File: config.mk
export PLATFORM = sky130hd
export DESIGN_NAME = vsf_host
export DESIGN_NICKNAME = d
export VERILOG_FILES = /design/src/verilog/vsf_pkg.sv /design/src/verilog/vsf_apb_master.sv /design/src/verilog/vsf_host.sv
export SDC_FILE = /design/constraint.sdc
export NUM_CORES = 2
export LEC_CHECK = 0
export ABC_AREA = 1
export BUFFER_PORTS_ARGS = -buffer_cell sky130_fd_sc_hd__buf_4
export CELL_PAD_IN_SITES_DETAIL_PLACEMENT = 0
export CELL_PAD_IN_SITES_GLOBAL_PLACEMENT = 1
export CORE_AREA = 5 5 364 366
export CTS_BUF_LIST = sky130_fd_sc_hd__clkbuf_4 sky130_fd_sc_hd__clkbuf_8 sky130_fd_sc_hd__clkbuf_16
export CTS_CLUSTER_DIAMETER = 200
export DETAILED_ROUTE_END_ITERATION = 10
export DIE_AREA = 0 0 369 371
export HOLD_SLACK_MARGIN = 0.12
export PLACE_DENSITY_LB_ADDON = 0.25
export SLEW_MARGIN = 40
export SYNTH_ARGS = -nofsm -noshare
export SYNTH_HDL_FRONTEND = slang
export SYNTH_SLANG_ARGS = --single-unit
File: constraint.sdc
create_clock -name pclk -period 7.9 [get_ports pclk]
set_input_delay 1.58 -clock pclk [delete_from_list [all_inputs] [get_ports pclk]]
set_output_delay 1.58 -clock pclk [all_outputs]
set_load 0.05 [all_outputs]
File: src/verilog/vsf_pkg.sv
// shared constants and carrier types for the video framing configuration host
package vsf_pkg;

  // device register map (byte addresses on the device port)
  localparam logic [11:0] VSF_DEV_MISC2      = 12'h1A8;
  localparam logic [11:0] VSF_DEV_M_VALUE    = 12'h1AC;
  localparam logic [11:0] VSF_DEV_UNIT_SIZE  = 12'h1B0;
  localparam logic [11:0] VSF_DEV_N_VALUE    = 12'h1B4;
  localparam logic [11:0] VSF_DEV_PIX_COUNT  = 12'h1B8;
  localparam logic [11:0] VSF_DEV_LANE_WORDS = 12'h1BC;
  localparam logic [11:0] VSF_DEV_INTERLACE  = 12'h1C0;
  localparam logic [11:0] VSF_DEV_WHOLE      = 12'h1C4;
  localparam logic [11:0] VSF_DEV_FRACTION   = 12'h1C8;
  localparam logic [11:0] VSF_DEV_INIT_WAIT  = 12'h1CC;

  // own register map, seen by software
  localparam logic [7:0] VSF_REG_CTRL      = 8'h00;
  localparam logic [7:0] VSF_REG_CFG       = 8'h04;
  localparam logic [7:0] VSF_REG_LINE      = 8'h08;
  localparam logic [7:0] VSF_REG_UNIT_SIZE = 8'h0C;
  localparam logic [7:0] VSF_REG_LINK_BANDWIDTH   = 8'h10;
  localparam logic [7:0] VSF_REG_VIDEO_BANDWIDTH  = 8'h14;
  localparam logic [7:0] VSF_REG_M_VALUE   = 8'h18;
  localparam logic [7:0] VSF_REG_N_VALUE   = 8'h1C;
  localparam logic [7:0] VSF_REG_STATUS    = 8'h20;
  localparam logic [7:0] VSF_REG_RESULT    = 8'h24;
  localparam logic [7:0] VSF_REG_LANE_CNT  = 8'h28;

  // field positions
  localparam int VSF_CTRL_GO      = 0;
  localparam int VSF_CFG_PIX_LO   = 0;
  localparam int VSF_CFG_LANE_LO  = 3;
  localparam int VSF_CFG_SYNC     = 5;
  localparam int VSF_CFG_ILACE    = 6;
  localparam int VSF_CFG_MISC_LO  = 8;
  localparam int VSF_ST_BUSY      = 0;
  localparam int VSF_ST_DONE      = 1;
  localparam int VSF_ST_CFG_ERR   = 2;
  localparam int VSF_ST_BUS_ERR   = 3;

  // reset values and limits
  localparam logic [6:0]  VSF_UNIT_RESET = 7'h40;
  localparam logic [6:0]  VSF_UNIT_MIN   = 7'h20;
  localparam logic [6:0]  VSF_UNIT_MAX   = 7'h40;
  localparam logic [7:0]  VSF_MISC2_MASK = 8'h07;
  localparam logic [7:0]  VSF_WAIT_LONG  = 8'h40;
  localparam logic [7:0]  VSF_WHOLE_LOW  = 8'h04;
  localparam logic [15:0] VSF_FRAC_SCALE = 16'h03E8;
  localparam logic [4:0]  VSF_WORD_ROUND = 5'h0F;
  localparam int          VSF_WORD_SHIFT = 4;
  localparam logic [3:0]  VSF_LAST_STEP  = 4'hB;

  typedef struct packed {
    logic [11:0] addr;
    logic        write;
    logic [31:0] wdata;
  } vsf_req_t;

  typedef struct packed {
    logic [31:0] rdata;
    logic        err;
  } vsf_rsp_t;

endpackage

File: src/verilog/vsf_apb_master.sv
// one-transfer apb master toward the framing device
`timescale 1ns/1ns
`default_nettype none
module vsf_apb_master
  import vsf_pkg::*;
(
  // clock and reset
  input  wire logic        pclk,
  input  wire logic        presetn,
  // request side
  input  wire logic        start,
  input  wire vsf_req_t    req,
  output var  logic        done_q,
  output var  vsf_rsp_t    rsp_q,
  // device port
  output var  logic        m_psel_q,
  output var  logic        m_penable_q,
  output var  logic [11:0] m_paddr_q,
  output var  logic        m_pwrite_q,
  output var  logic [31:0] m_pwdata_q,
  input  wire logic        m_pready,
  input  wire logic [31:0] m_prdata,
  input  wire logic        m_pslverr
);

  typedef enum logic [1:0] {
    VSF_M_IDLE   = 2'b00,
    VSF_M_SETUP  = 2'b01,
    VSF_M_ACCESS = 2'b10
  } vsf_mstate_t;

  vsf_mstate_t state_q;

  wire logic sampled = (state_q == VSF_M_ACCESS) && m_pready;

  always_ff @(posedge pclk or negedge presetn)
  begin
    if (!presetn)
    begin
      state_q     <= VSF_M_IDLE;
      m_psel_q    <= 1'b0;
      m_penable_q <= 1'b0;
      m_paddr_q   <= 12'h000;
      m_pwrite_q  <= 1'b0;
      m_pwdata_q  <= 32'h0000_0000;
      done_q      <= 1'b0;
      rsp_q       <= '0;
    end
    else
    begin
      done_q <= sampled;
      unique case (state_q)
        VSF_M_IDLE:
        begin
          if (start)
          begin
            state_q    <= VSF_M_SETUP;
            m_psel_q   <= 1'b1;
            m_paddr_q  <= req.addr;
            m_pwrite_q <= req.write;
            m_pwdata_q <= req.wdata;
          end
        end
        VSF_M_SETUP:
        begin
          state_q     <= VSF_M_ACCESS;
          m_penable_q <= 1'b1;
        end
        VSF_M_ACCESS:
        begin
          // request held until the slave answers; no local timeout
          if (m_pready)
          begin
            state_q     <= VSF_M_IDLE;
            m_psel_q    <= 1'b0;
            m_penable_q <= 1'b0;
            rsp_q.rdata <= m_pwrite_q ? rsp_q.rdata : m_prdata;
            rsp_q.err   <= m_pslverr;
          end
        end
        default:
        begin
          state_q <= VSF_M_IDLE;
        end
      endcase
    end
  end

endmodule
`default_nettype wire

File: src/verilog/vsf_host.sv
// host controller that computes and programs the video framing configuration
//
// What this block does
// - in synchronous clocking mode software writes the 24-bit video M value.
// - in synchronous clocking mode software writes the 24-bit video N value.
// - a fixed unit size between 32 and 64 should be programmed.
// - words per line is pixels times bits per pixel over 16, rounded up.
// - one lane: lane word count is words per line minus 1.
// - two lanes: words plus words mod 2, minus 2.
// - four lanes: words plus words mod 4, minus 4.
// - the interlace bit is set whenever the source video is interlaced.
// - whole bytes is the integer part of link over video bandwidth times unit size.
// - fraction bytes is the fractional part of that product times 1000.
`timescale 1ns/1ns
`default_nettype none
module vsf_host
  import vsf_pkg::*;
#(
  parameter int DW = 40
)
(
  // clock and reset
  input  wire logic        pclk,
  input  wire logic        presetn,
  // software apb slave
  input  wire logic        psel,
  input  wire logic        penable,
  input  wire logic        pwrite,
  input  wire logic [7:0]  paddr,
  input  wire logic [31:0] pwdata,
  output var  logic [31:0] prdata_q,
  output var  logic        pready_q,
  output var  logic        pslverr_q,
  // device apb master
  output wire logic        m_psel,
  output wire logic        m_penable,
  output wire logic [11:0] m_paddr,
  output wire logic        m_pwrite,
  output wire logic [31:0] m_pwdata,
  input  wire logic        m_pready,
  input  wire logic [31:0] m_prdata,
  input  wire logic        m_pslverr
);

  typedef enum logic [2:0] {
    VSF_IDLE  = 3'b000,
    VSF_DIV1  = 3'b001,
    VSF_DIV2  = 3'b010,
    VSF_CALC  = 3'b011,
    VSF_ISSUE = 3'b100,
    VSF_WAIT  = 3'b101
  } vsf_state_t;

  // software registers
  logic [15:0] cfg_q;
  logic [31:0] line_q;
  logic [6:0]  unit_q;
  logic [23:0] link_bandwidth_q;
  logic [23:0] video_bandwidth_q;
  logic [23:0] m_val_q;
  logic [23:0] n_val_q;
  logic        done_flag_q;
  logic        cfg_err_q;
  logic        bus_err_q;
  // computed values
  logic [7:0]  whole_q;
  logic [9:0]  frac_q;
  logic [31:0] lane_cnt_q;
  logic [7:0]  wait_q;
  // sequencer and divider
  vsf_state_t  state_q;
  logic [3:0]  step_q;
  logic [DW-1:0] quo_q;
  logic [DW-1:0] rem_q;
  logic [DW-1:0] dvs_q;
  logic [5:0]  bit_q;
  logic        start_q;
  logic        mdone;
  vsf_rsp_t    mrsp;

  // software bus decode
  wire logic acc     = psel && penable && !pready_q;
  wire logic wr_acc  = psel && penable && pready_q && pwrite;
  wire logic hit_ctl = paddr == VSF_REG_CTRL;
  wire logic mapped  = (paddr[1:0] == 2'b00) && (paddr <= VSF_REG_LANE_CNT);
  wire logic busy    = state_q != VSF_IDLE;
  wire logic go      = wr_acc && hit_ctl && pwdata[VSF_CTRL_GO] && !busy;

  wire logic [2:0] pix_code = cfg_q[VSF_CFG_PIX_LO +: 3];
  wire logic [1:0] lane_sel = cfg_q[VSF_CFG_LANE_LO +: 2];
  wire logic       sync_md  = cfg_q[VSF_CFG_SYNC];
  wire logic       ilace    = cfg_q[VSF_CFG_ILACE];
  wire logic [7:0] misc2    = cfg_q[VSF_CFG_MISC_LO +: 8] & VSF_MISC2_MASK;

  // configuration checks before anything reaches the device
  wire logic pix_ok  = (pix_code == 3'h1) || (pix_code == 3'h2) || (pix_code == 3'h4);
  wire logic unit_ok = (unit_q >= VSF_UNIT_MIN) && (unit_q <= VSF_UNIT_MAX);
  wire logic cfg_ok  = pix_ok && unit_ok && (lane_sel != 2'b11) && (video_bandwidth_q != 24'h000000);

  wire logic [7:0] rd_status = {4'h0, bus_err_q, cfg_err_q, done_flag_q, busy};

  wire logic [31:0] rd_mux =
    (paddr == VSF_REG_CFG)       ? {16'h0000, cfg_q} :
    (paddr == VSF_REG_LINE)      ? line_q :
    (paddr == VSF_REG_UNIT_SIZE) ? {25'h0000000, unit_q} :
    (paddr == VSF_REG_LINK_BANDWIDTH)   ? {8'h00, link_bandwidth_q} :
    (paddr == VSF_REG_VIDEO_BANDWIDTH)  ? {8'h00, video_bandwidth_q} :
    (paddr == VSF_REG_M_VALUE)   ? {8'h00, m_val_q} :
    (paddr == VSF_REG_N_VALUE)   ? {8'h00, n_val_q} :
    (paddr == VSF_REG_STATUS)    ? {24'h000000, rd_status} :
    (paddr == VSF_REG_RESULT)    ? {6'h00, frac_q, wait_q, whole_q} :
    (paddr == VSF_REG_LANE_CNT)  ? lane_cnt_q :
    32'h0000_0000;

  // words per line on the 16-bit datapath, rounded up
  wire logic [23:0] bits_line = line_q[15:0] * line_q[23:16];
  wire logic [24:0] bits_rnd  = {1'b0, bits_line} + {20'h00000, VSF_WORD_ROUND};
  wire logic [31:0] wpl       = {11'h000, bits_rnd[24:VSF_WORD_SHIFT]};

  // lane word count, as the device expects it per lane
  wire logic [31:0] cnt_one  = wpl - 32'h0000_0001;
  wire logic [31:0] cnt_two  = wpl + {31'h00000000, wpl[0]} - 32'h0000_0002;
  wire logic [31:0] cnt_four = wpl + {30'h00000000, wpl[1:0]} - 32'h0000_0004;
  wire logic [31:0] lane_cnt = (lane_sel == 2'b00) ? cnt_one :
                               (lane_sel == 2'b01) ? cnt_two : cnt_four;

  // restoring divider step
  wire logic [DW:0]   shl  = {rem_q, quo_q[DW-1]};
  wire logic [DW:0]   dif  = shl - {1'b0, dvs_q};
  wire logic          take = !dif[DW];
  wire logic [DW-1:0] rem_d = take ? dif[DW-1:0] : shl[DW-1:0];
  wire logic [DW-1:0] quo_d = {quo_q[DW-2:0], take};
  wire logic          div_last = bit_q == 6'(DW - 1);

  // numerator link bandwidth times unit size; second pass scales the remainder
  wire logic [DW-1:0] num_one = DW'(link_bandwidth_q * unit_q);
  wire logic [DW-1:0] num_two = DW'(rem_d * VSF_FRAC_SCALE);

  // initial wait derived from the whole bytes result
  wire logic [7:0] wait_d = (whole_q <= VSF_WHOLE_LOW) ? VSF_WAIT_LONG :
                            ({1'b0, unit_q} - whole_q);

  // device transfer list, selected by step
  wire logic [6:0] unit_even = {unit_q[6:1], 1'b0};
  wire logic [11:0] step_addr =
    (step_q == 4'h0) ? VSF_DEV_MISC2 :
    (step_q == 4'h1) ? VSF_DEV_M_VALUE :
    (step_q == 4'h2) ? VSF_DEV_UNIT_SIZE :
    (step_q == 4'h3) ? VSF_DEV_N_VALUE :
    (step_q == 4'h4) ? VSF_DEV_PIX_COUNT :
    (step_q == 4'h5) ? VSF_DEV_LANE_WORDS :
    (step_q == 4'h6) ? VSF_DEV_INTERLACE :
    (step_q == 4'h7) ? VSF_DEV_WHOLE :
    (step_q == 4'h8) ? VSF_DEV_FRACTION :
    (step_q == 4'h9) ? VSF_DEV_INIT_WAIT :
    (step_q == 4'hA) ? VSF_DEV_M_VALUE : VSF_DEV_N_VALUE;
  wire logic [31:0] step_data =
    (step_q == 4'h0) ? {24'h000000, misc2} :
    (step_q == 4'h1) ? {8'h00, m_val_q} :
    (step_q == 4'h2) ? {25'h0000000, unit_even} :
    (step_q == 4'h3) ? {8'h00, n_val_q} :
    (step_q == 4'h4) ? {29'h00000000, pix_code} :
    (step_q == 4'h5) ? lane_cnt_q :
    (step_q == 4'h6) ? {31'h00000000, ilace} :
    (step_q == 4'h7) ? {24'h000000, whole_q} :
    (step_q == 4'h8) ? {22'h000000, frac_q} :
    (step_q == 4'h9) ? {24'h000000, wait_q} : 32'h0000_0000;
  wire logic step_rd = step_q >= 4'hA;
  // m and n are written only in synchronous mode, read back only in asynchronous mode
  wire logic step_mn   = (step_q == 4'h1) || (step_q == 4'h3);
  wire logic step_skip = (step_mn && !sync_md) || (step_rd && sync_md);
  wire vsf_req_t mreq = '{addr: step_addr, write: !step_rd, wdata: step_data};

  // software slave: one wait state, writes land when pready is high
  always_ff @(posedge pclk or negedge presetn)
  begin
    if (!presetn)
    begin
      pready_q  <= 1'b0;
      pslverr_q <= 1'b0;
      prdata_q  <= 32'h0000_0000;
    end
    else
    begin
      pready_q  <= acc;
      pslverr_q <= acc && !mapped;
      prdata_q  <= (acc && !pwrite) ? rd_mux : 32'h0000_0000;
    end
  end

  // software-written configuration
  always_ff @(posedge pclk or negedge presetn)
  begin
    if (!presetn)
    begin
      cfg_q      <= 16'h0000;
      line_q     <= 32'h0000_0000;
      unit_q     <= VSF_UNIT_RESET;
      link_bandwidth_q  <= 24'h000000;
      video_bandwidth_q <= 24'h000000;
    end
    else if (wr_acc && !busy)
    begin
      if (paddr == VSF_REG_CFG)       cfg_q      <= pwdata[15:0];
      if (paddr == VSF_REG_LINE)      line_q     <= pwdata;
      if (paddr == VSF_REG_UNIT_SIZE) unit_q     <= pwdata[6:0];
      if (paddr == VSF_REG_LINK_BANDWIDTH)   link_bandwidth_q  <= pwdata[23:0];
      if (paddr == VSF_REG_VIDEO_BANDWIDTH)  video_bandwidth_q <= pwdata[23:0];
    end
  end

  // m and n: software value, or the device's own figure read back
  always_ff @(posedge pclk or negedge presetn)
  begin
    if (!presetn)
    begin
      m_val_q <= 24'h000000;
      n_val_q <= 24'h000000;
    end
    else if (mdone && step_rd && state_q == VSF_WAIT)
    begin
      if (step_q == 4'hA) m_val_q <= mrsp.rdata[23:0];
      else                n_val_q <= mrsp.rdata[23:0];
    end
    else if (wr_acc && !busy)
    begin
      if (paddr == VSF_REG_M_VALUE) m_val_q <= pwdata[23:0];
      if (paddr == VSF_REG_N_VALUE) n_val_q <= pwdata[23:0];
    end
  end

  // sequencer: check, divide twice, compute, then program the device
  always_ff @(posedge pclk or negedge presetn)
  begin
    if (!presetn)
    begin
      state_q     <= VSF_IDLE;
      step_q      <= 4'h0;
      start_q     <= 1'b0;
      done_flag_q <= 1'b0;
      cfg_err_q   <= 1'b0;
      bus_err_q   <= 1'b0;
      quo_q       <= '0;
      rem_q       <= '0;
      dvs_q       <= '0;
      bit_q       <= 6'h00;
      whole_q     <= 8'h00;
      frac_q      <= 10'h000;
      lane_cnt_q  <= 32'h0000_0000;
      wait_q      <= 8'h00;
    end
    else
    begin
      start_q <= 1'b0;
      unique case (state_q)
        VSF_IDLE:
        begin
          if (go)
          begin
            done_flag_q <= !cfg_ok;
            cfg_err_q   <= !cfg_ok;
            bus_err_q   <= 1'b0;
            state_q     <= cfg_ok ? VSF_DIV1 : VSF_IDLE;
            quo_q       <= num_one;
            rem_q       <= '0;
            dvs_q       <= DW'(video_bandwidth_q);
            bit_q       <= 6'h00;
          end
        end
        VSF_DIV1:
        begin
          quo_q <= quo_d;
          rem_q <= rem_d;
          bit_q <= bit_q + 6'h01;
          if (div_last)
          begin
            whole_q <= quo_d[7:0];
            quo_q   <= num_two;
            rem_q   <= '0;
            bit_q   <= 6'h00;
            state_q <= VSF_DIV2;
          end
        end
        VSF_DIV2:
        begin
          quo_q <= quo_d;
          rem_q <= rem_d;
          bit_q <= bit_q + 6'h01;
          if (div_last)
          begin
            frac_q  <= quo_d[9:0];
            state_q <= VSF_CALC;
          end
        end
        VSF_CALC:
        begin
          lane_cnt_q <= lane_cnt;
          wait_q     <= wait_d;
          step_q     <= 4'h0;
          state_q    <= VSF_ISSUE;
        end
        VSF_ISSUE:
        begin
          if (step_skip)
          begin
            step_q  <= step_q + 4'h1;
            state_q <= (step_q == VSF_LAST_STEP) ? VSF_IDLE : VSF_ISSUE;
            done_flag_q <= step_q == VSF_LAST_STEP;
          end
          else
          begin
            start_q <= 1'b1;
            state_q <= VSF_WAIT;
          end
        end
        VSF_WAIT:
        begin
          if (mdone)
          begin
            bus_err_q <= bus_err_q | mrsp.err;
            step_q    <= step_q + 4'h1;
            state_q   <= (step_q == VSF_LAST_STEP) ? VSF_IDLE : VSF_ISSUE;
            done_flag_q <= step_q == VSF_LAST_STEP;
          end
        end
        default:
        begin
          state_q <= VSF_IDLE;
        end
      endcase
    end
  end

  vsf_apb_master u_master (
    .pclk        (pclk),
    .presetn     (presetn),
    .start       (start_q),
    .req         (mreq),
    .done_q      (mdone),
    .rsp_q       (mrsp),
    .m_psel_q    (m_psel),
    .m_penable_q (m_penable),
    .m_paddr_q   (m_paddr),
    .m_pwrite_q  (m_pwrite),
    .m_pwdata_q  (m_pwdata),
    .m_pready    (m_pready),
    .m_prdata    (m_prdata),
    .m_pslverr   (m_pslverr)
  );

endmodule
`default_nettype wire

==> impl_metrics.yaml <==
worst_hold_path:
  hold_path.class: "register to register"
  min_to: "pready_q$_DFF_PN0_"
  hold_path_depth: 1
  hold_start: "pready_q$_DFF_PN0_"
place:
  hpwlAfterDp_um: 109000
  post-place-ws_ns: 0.452
  portBuffers: 146
  gp_congestion: 0.923
  placed_area_um2: 41300
yosys:
  yosys_warnings: 0
  synth_cell_type_count: 65
  synth_area_um2: 38400
  ys_async_sr_fraction_pct: 100
  seq_area_frac_synth_pct: 27.2
  synth_edf_count: 0
  synthFlopType: "dfrtp_1"
  synth_seq_cells: 417
  syn_inst: 5088
  post_synth.cell_area_avg_um2: 7.54
floorplan:
  core_area_um2: 129000
  die_x_um: 369
  io_pins: 160
  fp.dieArea_um2: 137000
  initial_core_util_pct: 29.8
  rows: 132
  die_h_um: 371
setup_path:
  setup.worst_path.start_class: "register"
  worstSetupPathType: "register to register"
  worstPathRequired_ns: 8.46
  timing.rr.end: "quo_q[37]$_DFFE_PN0P_"
  critical_path.most_common_cell: "nand2_1"
  crit_path_top_delay_cell: "fa_1"
  reg2reg_from: "quo_q[39]$_DFFE_PN0P_"
  cp_top_family: "adder cells"
  rr_worst_depth: 34
  r2r_setup_slack_ns: 0.52
  arrival_ns: 7.94
  path_buf_inv: 5
  path_max_fanout: 32
  max_stage_delay_ns: 0.56
  cp-end-kind: "register"
clocking:
  cts_made_buffers: 53
  clockBufferDepth: 3
  clock-sinks: 417
  cts-htree-levels: 2
  clkTransAtPathRegs_ns: 0.06
  clk_latency_ns: 0.66
  tritoncts: "done"
  cts_root_buffer: "clkbuf_16"
routing:
  vias_per_cell: 4.89
  routed_wl_um: 137000
  routedWlPerCell_um: 19.9
  dr.first_iter.drc_count: 2439
  postRouteAntennaNets: 0
  drc: 0
  routed-via-count: 33500
  dr.pass1.iters: 6
sta:
  timing.fmax_mhz: 135
  final.min_clock_period_ns: 7.38
  max_slew_margin_pct: 42.3
  tightest_slew_ns: 0.856
  rsz0062_at_grt: "no"
  finalCritPeriodShare_pct: 93.5
  finalSetupViolCount: 0
  finalSetupTns_ns: 0
  drv_slew: 0
  fin_skew_ns: 0.0408
  fin_ws_ns: 0.517
  hold_viol_final: 0
layout:
  stdcell_area_um2: 43300
  final_net_count: 5767
  fin_util_pct: 33.6
  drive_above_1_share_pct: 8.51
  fillers: 14000
  syn_to_final_growth_pct: 12.8
global_route:
  grt_pass1_wl_um: 209000
  grt_start_max_net_pins: 106
  overflow: 0
  track_usage_pct: 19.8
  first_global_vias: 33600
  antenna_found_initial: 8
run:
  max_cap_violations: 0
status:
  outcome: "finished clean"
## state kept, by name (all words and copies together) (netlist names), 16 cells and up
register,flops
n_val_q,24
dvs_q,24
u_master.rsp_q,25
link_bandwidth_q,24
video_bandwidth_q,24
lane_cnt_q,23
prdata_q,32
u_master.m_pwdata_q,25
cfg_q,16
line_q,32
m_val_q,24
quo_q,40
rem_q,40
## layout by cell type (no fill, tap or decap), drive strengths merged, types with 3 or more instances in the layout
cell type,Yosys,layout
nand2,1183,1183
a21o,13,13
nor2,315,315
o31ai,6,6
or2,23,23
clkbuf,167,73
o22ai,50,50
ha,242,242
o211ai,39,39
nor3b,3,3
o2111ai,14,14
nor3,40,40
o221ai,12,12
fa,304,304
nand4,30,30
inv,942,946
a211oi,11,11
o21a,7,7
o32ai,3,3
a221oi,15,15
dfrtp,416,416
o21ai,540,540
a22oi,16,16
mux2,24,24
xor2,59,59
a31oi,44,44
o21bai,23,23
xnor2,32,32
nand3,107,107
nand3b,5,5
clkinv,6,16
nor4,10,10
buf,47,209
bufinv,0,9
a21oi,322,322
conb,1,5
## worst register-to-register path, delay by kind of cell (launching register included)
family                     cells  cell delay, ns
DFF                            1            0.38
and+or+nand+nor               13            1.42
adders and majority gates      6            2.59
xor gates and xnor gates       1            0.21
buffers and inverters          5            0.64
AOI/OAI and AO/OA              9            2.07
## synthesized netlist by cell type (21+ instances only)
library cell	number	area (µm²)
nand3_1	106	531
inv_1	925	3470
nor2_1	304	1140
o21ai_0	510	2550
xor2_1	59	517
clkbuf_1	167	627
o211ai_1	39	293
nor3_1	39	195
a31oi_1	44	275
buf_1	21	78.8
a21oi_1	321	1610
xnor2_1	32	280
o21bai_1	23	173
fa_1	304	6090
nand4_1	29	181
dfrtp_1	416	10400
mux2_2	24	270
ha_1	242	3030
o22ai_1	50	313
nand2_1	1170	4390
## how the worst max path moves through the flow
stage          cells past startpoint               endpoint  slack (ns)             startpoint
2_1_floorplan                     35  quo_q[34]$_DFFE_PN0P_        1.38  quo_q[39]$_DFFE_PN0P_
3_3_place_gp                      35  quo_q[35]$_DFFE_PN0P_        0.44  quo_q[39]$_DFFE_PN0P_
3_5_place_dp                      35  quo_q[37]$_DFFE_PN0P_        0.45  quo_q[39]$_DFFE_PN0P_
4_1_cts                           35  quo_q[37]$_DFFE_PN0P_        0.38  quo_q[39]$_DFFE_PN0P_
5_1_grt                           35  quo_q[30]$_DFFE_PN0P_       0.004  quo_q[39]$_DFFE_PN0P_
6_report                          34  quo_q[37]$_DFFE_PN0P_        0.52  quo_q[39]$_DFFE_PN0P_
## logic make-up (layout without fill, tap and decap cells)
group                    Yosys count  in the layout  synth area share (%)
AND/OR/NAND/NOR                 1720           1720                  18.1
multiplexers                      24             24                 0.705
AO/OA/AOI/OAI                   1127           1127                  16.6
flip-flops                       417            417                  27.2
buffers and inverters           1162           1255                  11.6
adder cells (fa/ha/maj)          546            546                  23.8
XOR/XNOR                          91             91                  2.08
other                              1              6               0.00978
## metal layers
| metal | vias to the layer above | part of all wire [%] | wire, µm | global-route usage [%] |
|---|---|---|---|---|
| met1 | 16400 | 45 | 61300 | 26.5 |
| li1 | 16300 | - | - | - |
| met5 | - | 0.052 | 71 | 0 |
| met2 | 742 | 47 | 63800 | 33.1 |
| met4 | 10 | 3.1 | 4300 | 5.69 |
| met3 | 147 | 5.4 | 7360 | 3.37 |
## metrics by stage
step / cells / hold slack (ns)
after global placement: 6760 / 0.450
after floorplan: 5092 / 0.446
after detailed placement: 6762 / 0.457
after CTS: 6860 / 0.465
final: 6861 / 0.459
after global routing: 6860 / 0.480
## timing repair
action                                  CTS  global route
hold buffers                              0             0
resized for setup                         0             2
endpoints found under the setup margin    0             2
setup buffers                             0             0
## area by class of cell
type | instances | area (µm²) | share of cell area [%]
diodes | 1 | 2.50 | 0.00578
clock buffers | 73 | 1560 | 3.60
clock inverters | 25 | 410 | 0.948
inverters | 948 | 3570 | 8.24
multi-input cells | 3513 | 23600 | 54.4
flip-flops and latches | 417 | 10400 | 24.1
well taps | 1675 | 2100 | 4.84
repair buffers | 209 | 1660 | 3.83
Power is not shown: default switching activity piles up to over one toggle a cycle in this logic, so the estimate is an artifact.
